## config.mk

```make
export PLATFORM = sky130hd
export DESIGN_NAME = ctu_ctrl_one
export DESIGN_NICKNAME = d
export VERILOG_FILES = /design/src/hw/ctu_pkg.sv /design/src/hw/ctu_edge_sync.sv /design/src/hw/ctu_ctrl_one.sv
export VERILOG_INCLUDE_DIRS = /design/src /design/src/hw
export SDC_FILE = /design/constraint.sdc
export NUM_CORES = 1
export LEC_CHECK = 0
export BUFFER_PORTS_ARGS = -buffer_cell sky130_fd_sc_hd__buf_2
export CORE_ASPECT_RATIO = 0.8
export CORE_MARGIN = 3
export CORE_UTILIZATION = 46
export DETAILED_ROUTE_END_ITERATION = 10
export PLACE_DENSITY = 0.73
export SYNTH_ARGS = -nofsm -noshare
export SYNTH_HDL_FRONTEND = slang
export SYNTH_SLANG_ARGS = --single-unit
```

## constraint.sdc

```tcl
create_clock -name clk -period 2.9 [get_ports clk]
set_input_delay 0 -clock clk [delete_from_list [all_inputs] [get_ports clk]]
set_output_delay 0 -clock clk [all_outputs]
set_load 0.005 [all_outputs]
```

## src/hw/ctu_consts.svh

```systemverilog
/*
  constants for the charge time unit control register one block.
  assumes: included by bare name from ctu_ctrl_one only; the package and ctu_edge_sync do not include it.
*/
`ifndef CTU_CONSTS_SVH
`define CTU_CONSTS_SVH
// ================================================================
// register map
`define CTU_ADDR_W        4
`define CTU_CTRL_ONE_ADDR 4'h0
`define CTU_STATUS_ADDR   4'h1
`define CTU_EDGE_SW_ADDR  4'h2
// ================================================================
// control register one field positions
`define CTU_BIT_ENABLE    15
`define CTU_BIT_SIDL      13
`define CTU_BIT_TIMEGEN   12
`define CTU_BIT_HWEDGE    11
`define CTU_BIT_SEQ       10
`define CTU_BIT_DISCH     9
`define CTU_BIT_TRIG      8
`define CTU_CTRL_MASK     16'hbf00
`define CTU_CTRL_RESET    16'h0000
// ================================================================
// edge status register field positions
`define CTU_BIT_EDGE1     0
`define CTU_BIT_EDGE2     1
`define CTU_BIT_RUNNING   2
`define CTU_BIT_PULSE     3
`endif

```

## src/hw/ctu_pkg.sv

```systemverilog
/*
  types for the charge time unit control register one block.
  assumes: the constants header sits beside it.
*/
package ctu_pkg;
  // ================================================================
  // measurement sequencer states
  typedef enum logic [1:0] {
    CTU_IDLE  = 2'b00,
    CTU_WAIT2 = 2'b01,
    CTU_DONE  = 2'b10
  } ctu_state_t;
endpackage

```

## src/hw/ctu_edge_sync.sv

```systemverilog
/*
  two flip-flop synchroniser plus rising edge detector for hardware edges.
  assumes: one clock, clock enable freezes state.
*/
`timescale 1ns/1ns
module ctu_edge_sync
  import ctu_pkg::*;
#(
  parameter int WIDTH = 2
) (
  input  wire logic             clk,
  input  wire logic             reset_n,
  input  wire logic             clk_en,
  input  wire logic [WIDTH-1:0] async_in,
  output logic      [WIDTH-1:0] rise
);
  // ================================================================
  // state
  typedef struct packed {
    logic [WIDTH-1:0] meta;   // first stage, read only by second
    logic [WIDTH-1:0] sync;   // second stage
    logic [WIDTH-1:0] prev;   // delayed copy for edges
  } ctu_sync_t;
  ctu_sync_t st;
  ctu_sync_t next_st;

  // next state
  always_comb begin
    next_st      = st;
    next_st.meta = async_in;
    next_st.sync = st.meta;
    next_st.prev = st.sync;
  end

  // register stage
  always_ff @(posedge clk) begin
    if (!reset_n) begin
      st <= '0;
    end else if (clk_en) begin
      st <= next_st;
    end
  end

  // one pulse per rising edge
  assign rise = st.sync & ~st.prev;
endmodule

```

## src/hw/ctu_ctrl_one.sv

```systemverilog
/*
  control register one of a charge time unit with its edge sequencer.
  assumes: plain register port, read data one cycle after read strobe,
  hardware edge sources arrive asynchronous from pins or other clocks.
*/
// Chosen here: the plain strobed port and the address map.
// Functional notes
// - unit works only while enable bit set, except the discharge output, which follows its bit regardless
// - stop in idle halts unit in idle
// - time generation bit enables pulse generation
// - edge enable one takes hardware edges
// - edge enable zero uses software writes to the edge software register
// - sequence bit requires edge one before two
// - discharge bit grounds current source output
`timescale 1ns/1ns
`include "ctu_consts.svh"
module ctu_ctrl_one
  import ctu_pkg::*;
(
  input  wire logic                   clk,
  input  wire logic                   reset_n,
  input  wire logic                   clk_en,
  input  wire logic [`CTU_ADDR_W-1:0] addr,
  input  wire logic [15:0]            wdata,
  input  wire logic                   wr,
  input  wire logic                   rd,
  output logic      [15:0]            rdata,
  input  wire logic                   cpu_idle,
  input  wire logic                   hw_edge1,
  input  wire logic                   hw_edge2,
  output logic                        source_ground,
  output logic                        current_on,
  output logic                        pulse_out,
  output logic                        conv_trigger
);
  // ================================================================
  // state
  typedef struct packed {
    logic [15:0] ctrl;       // control register one
    logic        edge1;      // edge one status
    logic        edge2;      // edge two status
    ctu_state_t  seq;        // sequencer state
    logic [15:0] rdata;      // read data
    logic        ground;     // discharge output
    logic        current;    // current source steering
    logic        pulse;      // pulse output
    logic        trig;       // conversion trigger pulse
  } ctu_regs_t;
  ctu_regs_t st;
  ctu_regs_t next_st;

  logic [1:0] hw_rise;       // synchronised hardware edges
  logic       running;       // unit active this cycle
  logic       ev1;           // accepted edge one event
  logic       ev2;           // accepted edge two event
  logic [15:0] status_word;  // edge status read view

  // ================================================================
  // hardware edge synchroniser
  ctu_edge_sync #(
    .WIDTH    (2)
  ) u_sync (
    .clk      (clk),
    .reset_n  (reset_n),
    .clk_en   (clk_en),
    .async_in ({hw_edge2, hw_edge1}),
    .rise     (hw_rise)
  );

  // unit runs when enabled and not stopped by idle
  assign running = st.ctrl[`CTU_BIT_ENABLE]
                   & ~(st.ctrl[`CTU_BIT_SIDL] & cpu_idle);

  // edge events only from hardware when edge enable is set
  assign ev1 = running & st.ctrl[`CTU_BIT_HWEDGE] & hw_rise[0];
  // edge two blocked until edge one when sequencing is on
  assign ev2 = running & st.ctrl[`CTU_BIT_HWEDGE] & hw_rise[1]
               & (~st.ctrl[`CTU_BIT_SEQ] | st.edge1);

  // status view
  always_comb begin
    status_word                    = 16'h0000;
    status_word[`CTU_BIT_EDGE1]   = st.edge1;
    status_word[`CTU_BIT_EDGE2]   = st.edge2;
    status_word[`CTU_BIT_RUNNING] = running;
    status_word[`CTU_BIT_PULSE]   = st.pulse;
  end

  // ================================================================
  // next state
  always_comb begin
    next_st       = st;
    next_st.trig  = 1'b0;
    // register write
    if (wr && addr == `CTU_CTRL_ONE_ADDR) begin
      next_st.ctrl = wdata & `CTU_CTRL_MASK;
    end
    // software edges only when hardware edges are off
    if (wr && addr == `CTU_EDGE_SW_ADDR && running
        && !st.ctrl[`CTU_BIT_HWEDGE]) begin
      if (wdata[`CTU_BIT_EDGE1]) begin
        next_st.edge1 = 1'b1;
      end
      if (wdata[`CTU_BIT_EDGE2]
          && (!st.ctrl[`CTU_BIT_SEQ] || st.edge1)) begin
        next_st.edge2 = 1'b1;
      end
    end else if (wr && addr == `CTU_STATUS_ADDR) begin
      // write zero clears a status bit, edge set wins below
      next_st.edge1 = st.edge1 & wdata[`CTU_BIT_EDGE1];
      next_st.edge2 = st.edge2 & wdata[`CTU_BIT_EDGE2];
    end
    // hardware edges set status, winning over clear
    if (ev1) begin
      next_st.edge1 = 1'b1;
    end
    if (ev2) begin
      next_st.edge2 = 1'b1;
    end
    // disabled unit clears its edge state
    if (!st.ctrl[`CTU_BIT_ENABLE]) begin
      next_st.edge1 = 1'b0;
      next_st.edge2 = 1'b0;
    end
    // sequencer: current flows between edge one and edge two
    case (st.seq)
      CTU_IDLE: begin
        if (running && next_st.edge1 && !next_st.edge2) begin
          next_st.seq = CTU_WAIT2;
        end
      end
      CTU_WAIT2: begin
        if (!running) begin
          next_st.seq = CTU_IDLE;
        end else if (next_st.edge2) begin
          next_st.seq  = CTU_DONE;
          next_st.trig = st.ctrl[`CTU_BIT_TRIG];
        end
      end
      CTU_DONE: begin
        if (!next_st.edge1 && !next_st.edge2) begin
          next_st.seq = CTU_IDLE;
        end
      end
      default: begin
        next_st.seq = CTU_IDLE;
      end
    endcase
    next_st.current = running && next_st.seq == CTU_WAIT2;
    // pulse generation only with time generation on; software must
    // route the first comparator to edge two or no pulse ever ends
    next_st.pulse  = running && st.ctrl[`CTU_BIT_TIMEGEN]
                     && next_st.seq == CTU_WAIT2;
    next_st.ground = st.ctrl[`CTU_BIT_DISCH];
    // read port, unmapped reads zero
    next_st.rdata = 16'h0000;
    if (rd) begin
      case (addr)
        `CTU_CTRL_ONE_ADDR: next_st.rdata = st.ctrl & `CTU_CTRL_MASK;
        `CTU_STATUS_ADDR:   next_st.rdata = status_word;
        default:            next_st.rdata = 16'h0000;
      endcase
    end
  end

  // ================================================================
  // register stage
  always_ff @(posedge clk) begin
    if (!reset_n) begin
      st      <= '0;
      st.ctrl <= `CTU_CTRL_RESET;
      st.seq  <= CTU_IDLE;
    end else if (clk_en) begin
      st <= next_st;
    end
  end

  // outputs straight from flops
  assign rdata         = st.rdata;
  assign source_ground = st.ground;
  assign current_on    = st.current;
  assign pulse_out     = st.pulse;
  assign conv_trigger  = st.trig;
endmodule

```

==> flow_results.org, run 1 <==
** Logic synthesis
- Gate Count Post-Synth :: 157
- Ys flop type :: sky130_fd_sc_hd__dfxtp_1
- Fraction of the yosys area taken by sequential cells :: 0.427
- Number of distinct library cells after synthesis :: 35
- Avg Inst Size Synth :: 9.55 um2
- Post-synthesis instance area :: 1500 um2
- The area fraction in compound gates after synthesis is 0.200.
- Of the total synthesized cell area, the portion taken by XOR and XNOR cells is 0.
- Top-count cell post-synth :: sky130_fd_sc_hd__dfxtp_1
- Async SR Flop Fraction :: 0
- Synth top area share :: 0.427
- In this run, synthesis produced a sequential element count of 32.
- Yosys synthesis warning count :: 0
- Commonest cells in the synthesized netlist :: sky130_fd_sc_hd__dfxtp_1, sky130_fd_sc_hd__nor2b_1, sky130_fd_sc_hd__buf_4
- The biggest area contributor in the post-synthesis netlist is sky130_fd_sc_hd__dfxtp_1.
- Simple-gate area share of the yosys netlist :: 0.209
- Cells taking the most area after synthesis :: sky130_fd_sc_hd__dfxtp_1, sky130_fd_sc_hd__nor2b_1, sky130_fd_sc_hd__buf_4
- Main combinational cell family by area after synthesis :: simple AND/OR/NAND/NOR gates
- Number of flops mapped to enable cells by yosys :: 0
- Measured against the total synthesized area, the mux share comes to 0.0534.
- Area share of fa/ha/maj cells after synthesis :: 0

** Power and ir drop
- Of the total power, registers draw 0.481.
- In this run the power spent charging and discharging nets is 0.196 mW.
- P per Cell Area :: 518 nW/um2
- The share of total power dissipated in the clock network is 0.449.
- Overall power consumption after layout is estimated at 0.926 mW.
- Leakage component of the power :: 0.735 nW
- The internal portion of the total power is 0.730 mW.
- Gate power share :: 0.070
- Across the VDD grid, the largest voltage drop is 0.363 mV.
- Switching Fraction :: 0.211

** Final layout
- For this run, the share of the core covered by cells in the final layout is 0.610.
- Relative to the synthesized area, the layout overhead comes to 19.4%.
- Final Net Count :: 218
- Of the cells placed in the final design, the portion with a size suffix greater than 1 is 0.262.
- The finished cells cover 1790 um2.
- ANT cells :: 0

** Detailed routing
- After detailed routing, the met2 layer carries 1.33 mm of wire.
- Avg Vias per Cell :: 5.11
- Before antenna repair, the detailed router went through 4 iterations.
- Number of vias after detailed routing :: 1,170
- Routed wire length :: 3.03 mm
- Residual antenna-violating net count after detailed routing :: 0
- WL met1 :: 1.46 mm
- Met3 wire length :: 198 um
- Average routed wire per standard cell :: 13.2 um
- After detailed routing, no signal wire sits above met4.
- The detailed router finished its first iteration with 50 violations.
- After detailed routing, the number of remaining DRC violations is 0.

** Job
- Number of max-cap violations :: 0

** Die
- The floorplan step set the die width to 69.8 um.
- Die Outline Area :: 3980 um2
- Ports :: 48
- The region available for standard cell placement spans 2940 um2.
- Initial cell density of the core :: 0.511
- The die is 57.1 um tall.
- Row generation in the floorplan step produced 17 rows.

** Timing
- Measured against its own limit, the worst slew margin works out to 0.616.
- Derived from the worst setup path, the maximum achievable clock frequency is 643 MHz.
- Final hold viol count :: 0
- Transition time at the pin with the least slew margin :: 0.573 ns
- Dividing the final minimum period by the clock period gives 0.536.
- Setup violations remaining at the end of the flow were counted as 0.
- Shortest period the worst path allows :: 1.56 ns
- Across all setup checks in the final design, the least slack found is 1.34 ns.
- Number of pins exceeding their max-slew limit in the final report :: 0
- Total negative slack for setup checks :: 0 ns
- Unrepaired setup endpoints after global routing :: no
- For the final database, setup skew stands at 0.00558 ns.

** Clock network
- The number of clock buffers added by TritonCTS is 5.
- Clk Latency, worst-skew pair :: 0.28 ns
- The root buffer cell chosen for the clock tree is sky130_fd_sc_hd__clkbuf_8.
- Deepest clock path buffer count :: 2
- In this run the post-CTS setup repair buffer count came out at 0.
- After clock tree synthesis, the clock-pin slew on the worst setup and hold paths is 0.06 ns.
- Once the clock tree was built, the resizer swapped 0 gates to a different size.
- TritonCTS clock tree :: yes
- In this run the number of H-tree levels came out at 2.
- Clock net sink count :: 32

** Setup path
- Critical path class :: flop to flop
- Worst setup path start :: st[39]
- Data arrival time of the critical path :: 1.73 ns
- The setup check on the worst reg-to-reg path leaves a slack of 1.34 ns.
- Crit. End Element :: flop
- Kind of start point of the critical path :: flop
- Following the worst setup path forward leads to its endpoint at pulse_out.
- The startpoint identified for the worst register-to-register timing path is st[39].
- Data on the critical path is required at its endpoint by 3.07 ns.
- Depth of the most critical reg-to-reg path :: 5
- Reg-to-Reg End :: pulse_out
- CP max FO :: 5

** Outcome
- Status :: complete, no violations

** Hold path
- Hold Crit Class :: primary input to flop
- The worst hold path begins at wdata[10].

** GRT
- Largest net degree at the start of global routing :: 32
- The number of global-route vias before repair is 1,119.
- For this run, the total global-route usage over all layers was measured as 0.161.
- Residual overflow from global routing :: 0
- Global-route wire length before repair :: 5.09 mm
- Initial antenna violation count :: 0

** Place
- Port Buffer Count :: 35
- Last weighted congestion value of the routability-driven placer :: 0.829
- After detailed placement, the total cell area comes to 1600 um2.
- Worst slack, placed :: 1.24 ns
- Once detailed placement completed, the half-perimeter wirelength came to 2.17 mm.
[through the flow]
stage                     hold slack [ns]  instances
final                             0.00805        229
after global routing               0.0388        229
after CTS                         0.00650        229
after detailed placement            0.265        213
after global placement              0.261        213
after floorplan                     0.156        161
[power by group through the flow]
stage                     logic (mW)  registers [mW]  clock network (mW)
after floorplan               0.0374           0.455                   0
after global placement        0.0551           0.455                   0
final                         0.0644           0.446               0.416
after detailed placement      0.0561           0.456                   0
after global routing          0.0708           0.446               0.444
after CTS                     0.0646           0.446               0.424
[area by class of cell]
class	instances	area (um2)
fillers	259	1150
multi-input cells	102	712
flip-flops and latches	32	641
repair buffers	44	263
clock buffers	6	72.6
well taps	38	47.5
clock inverters	2	35.0
inverters	5	18.8
[flip-flops by register name, summed over array words and instances, names as in the netlist]
register and count:
u_sync.next_st 4, u_sync.st 2, pulse_out 1, conv_trigger 1
st 10, source_ground 1, next_st 1, rdata 11
current_on 1
[layer usage]
layer	vias to the layer above	track usage
li1	589	-
met1	537	0.212
met2	39	0.244
met3	5	0.0493
met4	0	0.0738
met5	-	0
[worst min path at each step]
stage / slack [ns] / end / cells past startpoint
floorplan: 0.16 / next_st[3] / 2
global placement: 0.26 / u_sync.next_st[2] / 3
detailed placement: 0.27 / u_sync.next_st[2] / 3
CTS: 0.006 / st[34] / 3
global route: 0.04 / st[34] / 3
finish: 0.008 / st[34] / 3
[kinds of logic (layout without fill, tap and decap cells)]
group                  after synthesis  in the layout
muxes                                8              8
buffers and inverters               27             57
other                                1              5
AOI/OAI and AO/OA                   36             36
and+or+nand+nor                     53             53
DFF                                 32             32
[what timing repair did]
action / in CTS / in global routing
setup endpoints to repair: 0 / 0
hold endpoints to repair: 8 / 0
hold buffers: 8 / 0
[layout by cell type, fill, tap and decap left out, types with 2 or more instances in the layout]
master and count:
sky130_fd_sc_hd__nand3_1 8, sky130_fd_sc_hd__inv_1 5, sky130_fd_sc_hd__clkbuf_8 5, sky130_fd_sc_hd__mux2i_1 8
sky130_fd_sc_hd__buf_2 35, sky130_fd_sc_hd__a21oi_1 2, sky130_fd_sc_hd__nor2_1 3, sky130_fd_sc_hd__dfxtp_1 32
sky130_fd_sc_hd__dlygate4sd3_1 8, sky130_fd_sc_hd__nor2b_1 24, sky130_fd_sc_hd__nand2_1 10, sky130_fd_sc_hd__a21o_1 2
sky130_fd_sc_hd__a22oi_1 11, sky130_fd_sc_hd__a21boi_0 7, sky130_fd_sc_hd__conb_1 5, sky130_fd_sc_hd__o21ai_0 2
sky130_fd_sc_hd__and2_1 2
[critical path: stages, from the launching register on]
cell and delay, ns:
sky130_fd_sc_hd__dfxtp_1 0.39, sky130_fd_sc_hd__a21boi_2 0.28, sky130_fd_sc_hd__o21ai_0 0.19, sky130_fd_sc_hd__o22ai_2 0.26, sky130_fd_sc_hd__a211oi_2 0.09, sky130_fd_sc_hd__a22o_1 0.24
(Power assumes the default switching activity.)
==> run 2: changes to the inputs <==
ABC_AREA = 1   (was unset)
CORE_UTILIZATION = 44   (was 46)
PLACE_DENSITY = 0.74   (was 0.73)
clock period = 1.35 ns   (was 2.9 ns; I/O delays follow)
==> run 2 against run 1 <==
  * The run now ends with hold timing left
  * Final area is 2.1% lower
  * Die area is 0.80% higher
  * Critical path depth is 5 higher
  * Register-to-register slack worse by 1.3 ns
  * Area after synthesis is 3.5% lower
  * Critical path type unchanged
==> flow_results.org, run 2 <==
** Power and ir drop
- Worst voltage drop across the vdd grid :: 0.515 mV (+42%)
- Gate power share :: 0.081 (+0.011)
- The reported leakage power is 0.756 nW (+2.8%).
- Internal Pwr Total :: 1.37 mW (+88%)
- The power share of the sequential group came to 0.544 (+0.063).
- The total power was 1.80 mW (+94%).
- Switching power :: 0.424 mW (+120%)
- Switching Fraction :: 0.236 (+0.0246)
- The power density over the cells was 1030 nW/um2 (+98%).
- Clock share of power :: 0.376 (-0.073)

** Setup path
- The number of buffer and inverter stages on the critical path is 0 (unchanged).
- STA classifies the critical path startpoint as a flop.
- The worst path arrival time was 1.52 ns (-0.21 ns).
- Worst path max stage delay :: 0.33 ns (-0.06 ns)
- Crit path max-delay cell type :: sky130_fd_sc_hd__dfxtp_2
- The cell family contributing the most delay on the critical path is simple AND/OR/NAND/NOR gates.
- The critical path is of the flop to flop type.
- Crit. End Element :: flop
- Critical Path, Cell by Cell :: nand2_2 -> nand2_4 -> nor2_4 -> nand2_1 -> nand2_1 -> nand2_1 -> nand2_2 -> nand3_2 -> or2_1 -> a21oi_2
- Cell mode on critical path :: sky130_fd_sc_hd__nand2_1
- The top fanout value on the critical path came to 4 (-1).
- The required arrival time at the worst endpoint is 1.57 ns (-1.50 ns).

** GRT
- Initial antenna violation count :: 0 (unchanged)
- Residual overflow from global routing :: 0 (unchanged)
- The overall routing resource usage is 0.165 (+0.00354).
- Largest net degree at the start of global routing :: 24 (-25%)
- The number of global-route vias before repair was 1,176 (+5.1%).
- Global-route wire length before repair :: 5.18 mm (+1.9%)

** Place
- The number of instances in the placed design was 258 (+21%).
- Placed wire-length estimate after detailed placement :: 2.31 mm (+6.5%)
- Last weighted congestion value of the routability-driven placer :: 0.927 (+12%)
- The post-place instance area came to 1590 um2 (-0.47%).
- Port Buffer Count :: 35 (unchanged)
- Worst slack, placed :: 0.0307 ns (-1.21 ns)

** Detailed routing
- The DRC violation total after the first TritonRoute iteration came to 61 (+22%).
- Routed wire length :: 3.27 mm (+7.8%)
- The number of DRC violations after detailed routing was 0 (unchanged).
- The first-pass iteration count of the detailed router is 4 (unchanged).
- The average wire per standard cell came to 12.2 um (-8.2%).
- Residual antenna-violating net count after detailed routing :: 0 (unchanged)
- Number of vias after detailed routing :: 1,329 (+14%)
- Avg Vias per Cell :: 4.94 (-3.3%)

** Die
- Die boundary width :: 70.1 um (+0.40%)
- The number of rows in the core area was 17 (unchanged).
- The number of primary I/O pins was 48 (unchanged).
- Initial cell density of the core :: 0.493 (-0.0179)
- Die Outline Area :: 4020 um2 (+0.80%)
- Die H :: 57.3 um (+0.39%)
- The core box area came to 2940 um2 (unchanged).

** Logic synthesis
- Cell type with the highest aggregate area in the netlist :: sky130_fd_sc_hd__dfxtp_1
- The number of enable-type register cells in the synthesized netlist is 0 (unchanged).
- Number of distinct library cells after synthesis :: 20 (-43%)
- Fraction of the yosys area taken by sequential cells :: 0.443 (+0.0155)
- Top-count cell post-synth :: sky130_fd_sc_hd__nand2_1
- The number of cells produced by synthesis came to 196 (+25%).
- Post-synthesis instance area :: 1450 um2 (-3.5%)
- Counting instances in the post-synthesis netlist gives the leading cell types as sky130_fd_sc_hd__nand2_1, sky130_fd_sc_hd__dfxtp_1, sky130_fd_sc_hd__nor2_1.
- The share of flip-flops with an asynchronous set or reset came to 0 (unchanged).
- The average instance area after synthesis was 7.38 um2 (-23%).
- The synthesis warning total came to 0 (unchanged).
- The count of state elements after synthesis came to 32 (unchanged).
- Ys flop type :: sky130_fd_sc_hd__dfxtp_1
- Yosys attributes the largest share of cell area to sky130_fd_sc_hd__dfxtp_1, sky130_fd_sc_hd__nand2_1, sky130_fd_sc_hd__buf_4.
- Synth top area share :: 0.443 (+0.0155)

** Timing
- The clock period minus final worst setup slack came to 1.30 ns (-0.257 ns).
- The count of final setup violators was 0 (unchanged).
- Post-route clock period utilization :: 0.962 (+0.425)
- The post-layout worst setup margin was 0.0516 ns (-1.29 ns).
- The worst hold slack after final layout came to -0.00374 ns (-0.0118 ns).
- The max-slew violation count was 0 (unchanged).
- The number of hold-slack violations in the final timing report came to 2 (+2).
- The worst-case clock skew was 0.00274 ns (-0.00284 ns).
- Maximum achievable frequency :: 770 MHz (+20%)
- Total negative slack for setup checks :: 0 ns (unchanged)

** Clock network
- Clock net sink count :: 32 (unchanged)
- The clock buffer count from CTS is 5 (unchanged).
- In this run the clock root is driven by a sky130_fd_sc_hd__clkbuf_8.
- Clk Latency, worst-skew pair :: 0.28 ns (about the same)
- TritonCTS built the clock tree.
- Deepest clock path buffer count :: 2 (unchanged)
- Total number of H-tree levels :: 2 (unchanged)
- Clock input transition at the sequential cells of the worst setup and hold paths :: 0.06 ns (about the same)

** Outcome
- Failing checks :: hold timing
- Status :: finished, violations left

** Final layout
- In the layout the commonest cells are sky130_fd_sc_hd__nand2_1, sky130_fd_sc_hd__buf_2, sky130_fd_sc_hd__dfxtp_1.
- The number of filler cells placed in the layout came to 279 (+7.7%).
- The flip-flop count of the largest register, all copies and words added came to 11 (unchanged).
- The ratio of cells with drive above 1 in the final layout was 0.281 (+0.0196).
- The final cell area excluding filler cells is 1750 um2 (-2.1%).
- The number of nets in the layout was 259 (+19%).
- Non-Filler Instances :: 269 (+17%)
- The total inserted antenna cells came to 0 (unchanged).
- Area growth, synth to finish :: 21.1%
- Core Util, Final :: 0.597 (-0.0128)

** Hold path
- Hold Crit Class :: primary input to flop

** Job
- The reported max-cap violation count is 0 (unchanged).
## run 2: cell count changes after synthesis, sizes merged, moves of 15 or more
cell,delta
inv,+15
a21oi,+15
nor2,+25
nand2,+30
nor2b,-24
## run 2: metal layers
metal,wire length (um),part of all wire,GRT usage
met1,1580,0.48,0.222
met2,1430,0.44,0.236
met3,217,0.066,0.0546
met4,44,0.013,0.0820
met5,0,0,0
## run 2: cells by family after synthesis
logic type | after synthesis | synth area share
and+or+nand+nor | 82 | 0.246
buffers and inverters | 42 | 0.151
AOI/OAI and AO/OA | 39 | 0.158
DFF | 32 | 0.443
other | 1 | 0.00259
## run 2: final timing paths
path                      start             to  slack, ns  cells past startpoint
setup / recovery         st[37]   conv_trigger       0.05                     10
hold / removal        wdata[11]         st[35]     -0.004                      3
setup reg to reg         st[37]   conv_trigger       0.05                     10
hold reg to reg   source_ground  source_ground       0.46                      2
## run 2: power by group through the flow
stage               logic (mW)  clock network [mW]  registers [mW]
CTS                      0.140               0.689           0.976
global placement         0.130                   0           0.996
detailed placement       0.131                   0           0.997
floorplan               0.0803                   0           0.994
finish                   0.145               0.675           0.977
global route             0.163               0.731           0.978
## run 2: what timing repair did
| item | 4_1_cts | 5_1_grt |
|---|---|---|
| endpoints found under the setup margin | 0 | 5 |
| resized for setup | 0 | 13 |
| endpoints found under the hold margin | 4 | 0 |
| hold buffers | 4 | 0 |
| buffers inserted | 0 | 0 |
## run 2: area by class of cell
cell class	instances	area (um2)	area share
inverters	20	75.1	0.0429
multi-input cells	126	639	0.365
clock inverters	1	5.00	0.00286
well taps	38	47.5	0.0271
clock buffers	6	72.6	0.0414
repair buffers	46	268	0.153
flip-flops and latches	32	644	0.368
## run 2: worst reg2reg max path, delay by kind of cell, from the launching register on
kind               cells  cell delay (ns)
and+or+nand+nor        9             0.81
DFF                    1             0.33
AOI/OAI and AO/OA      1             0.10
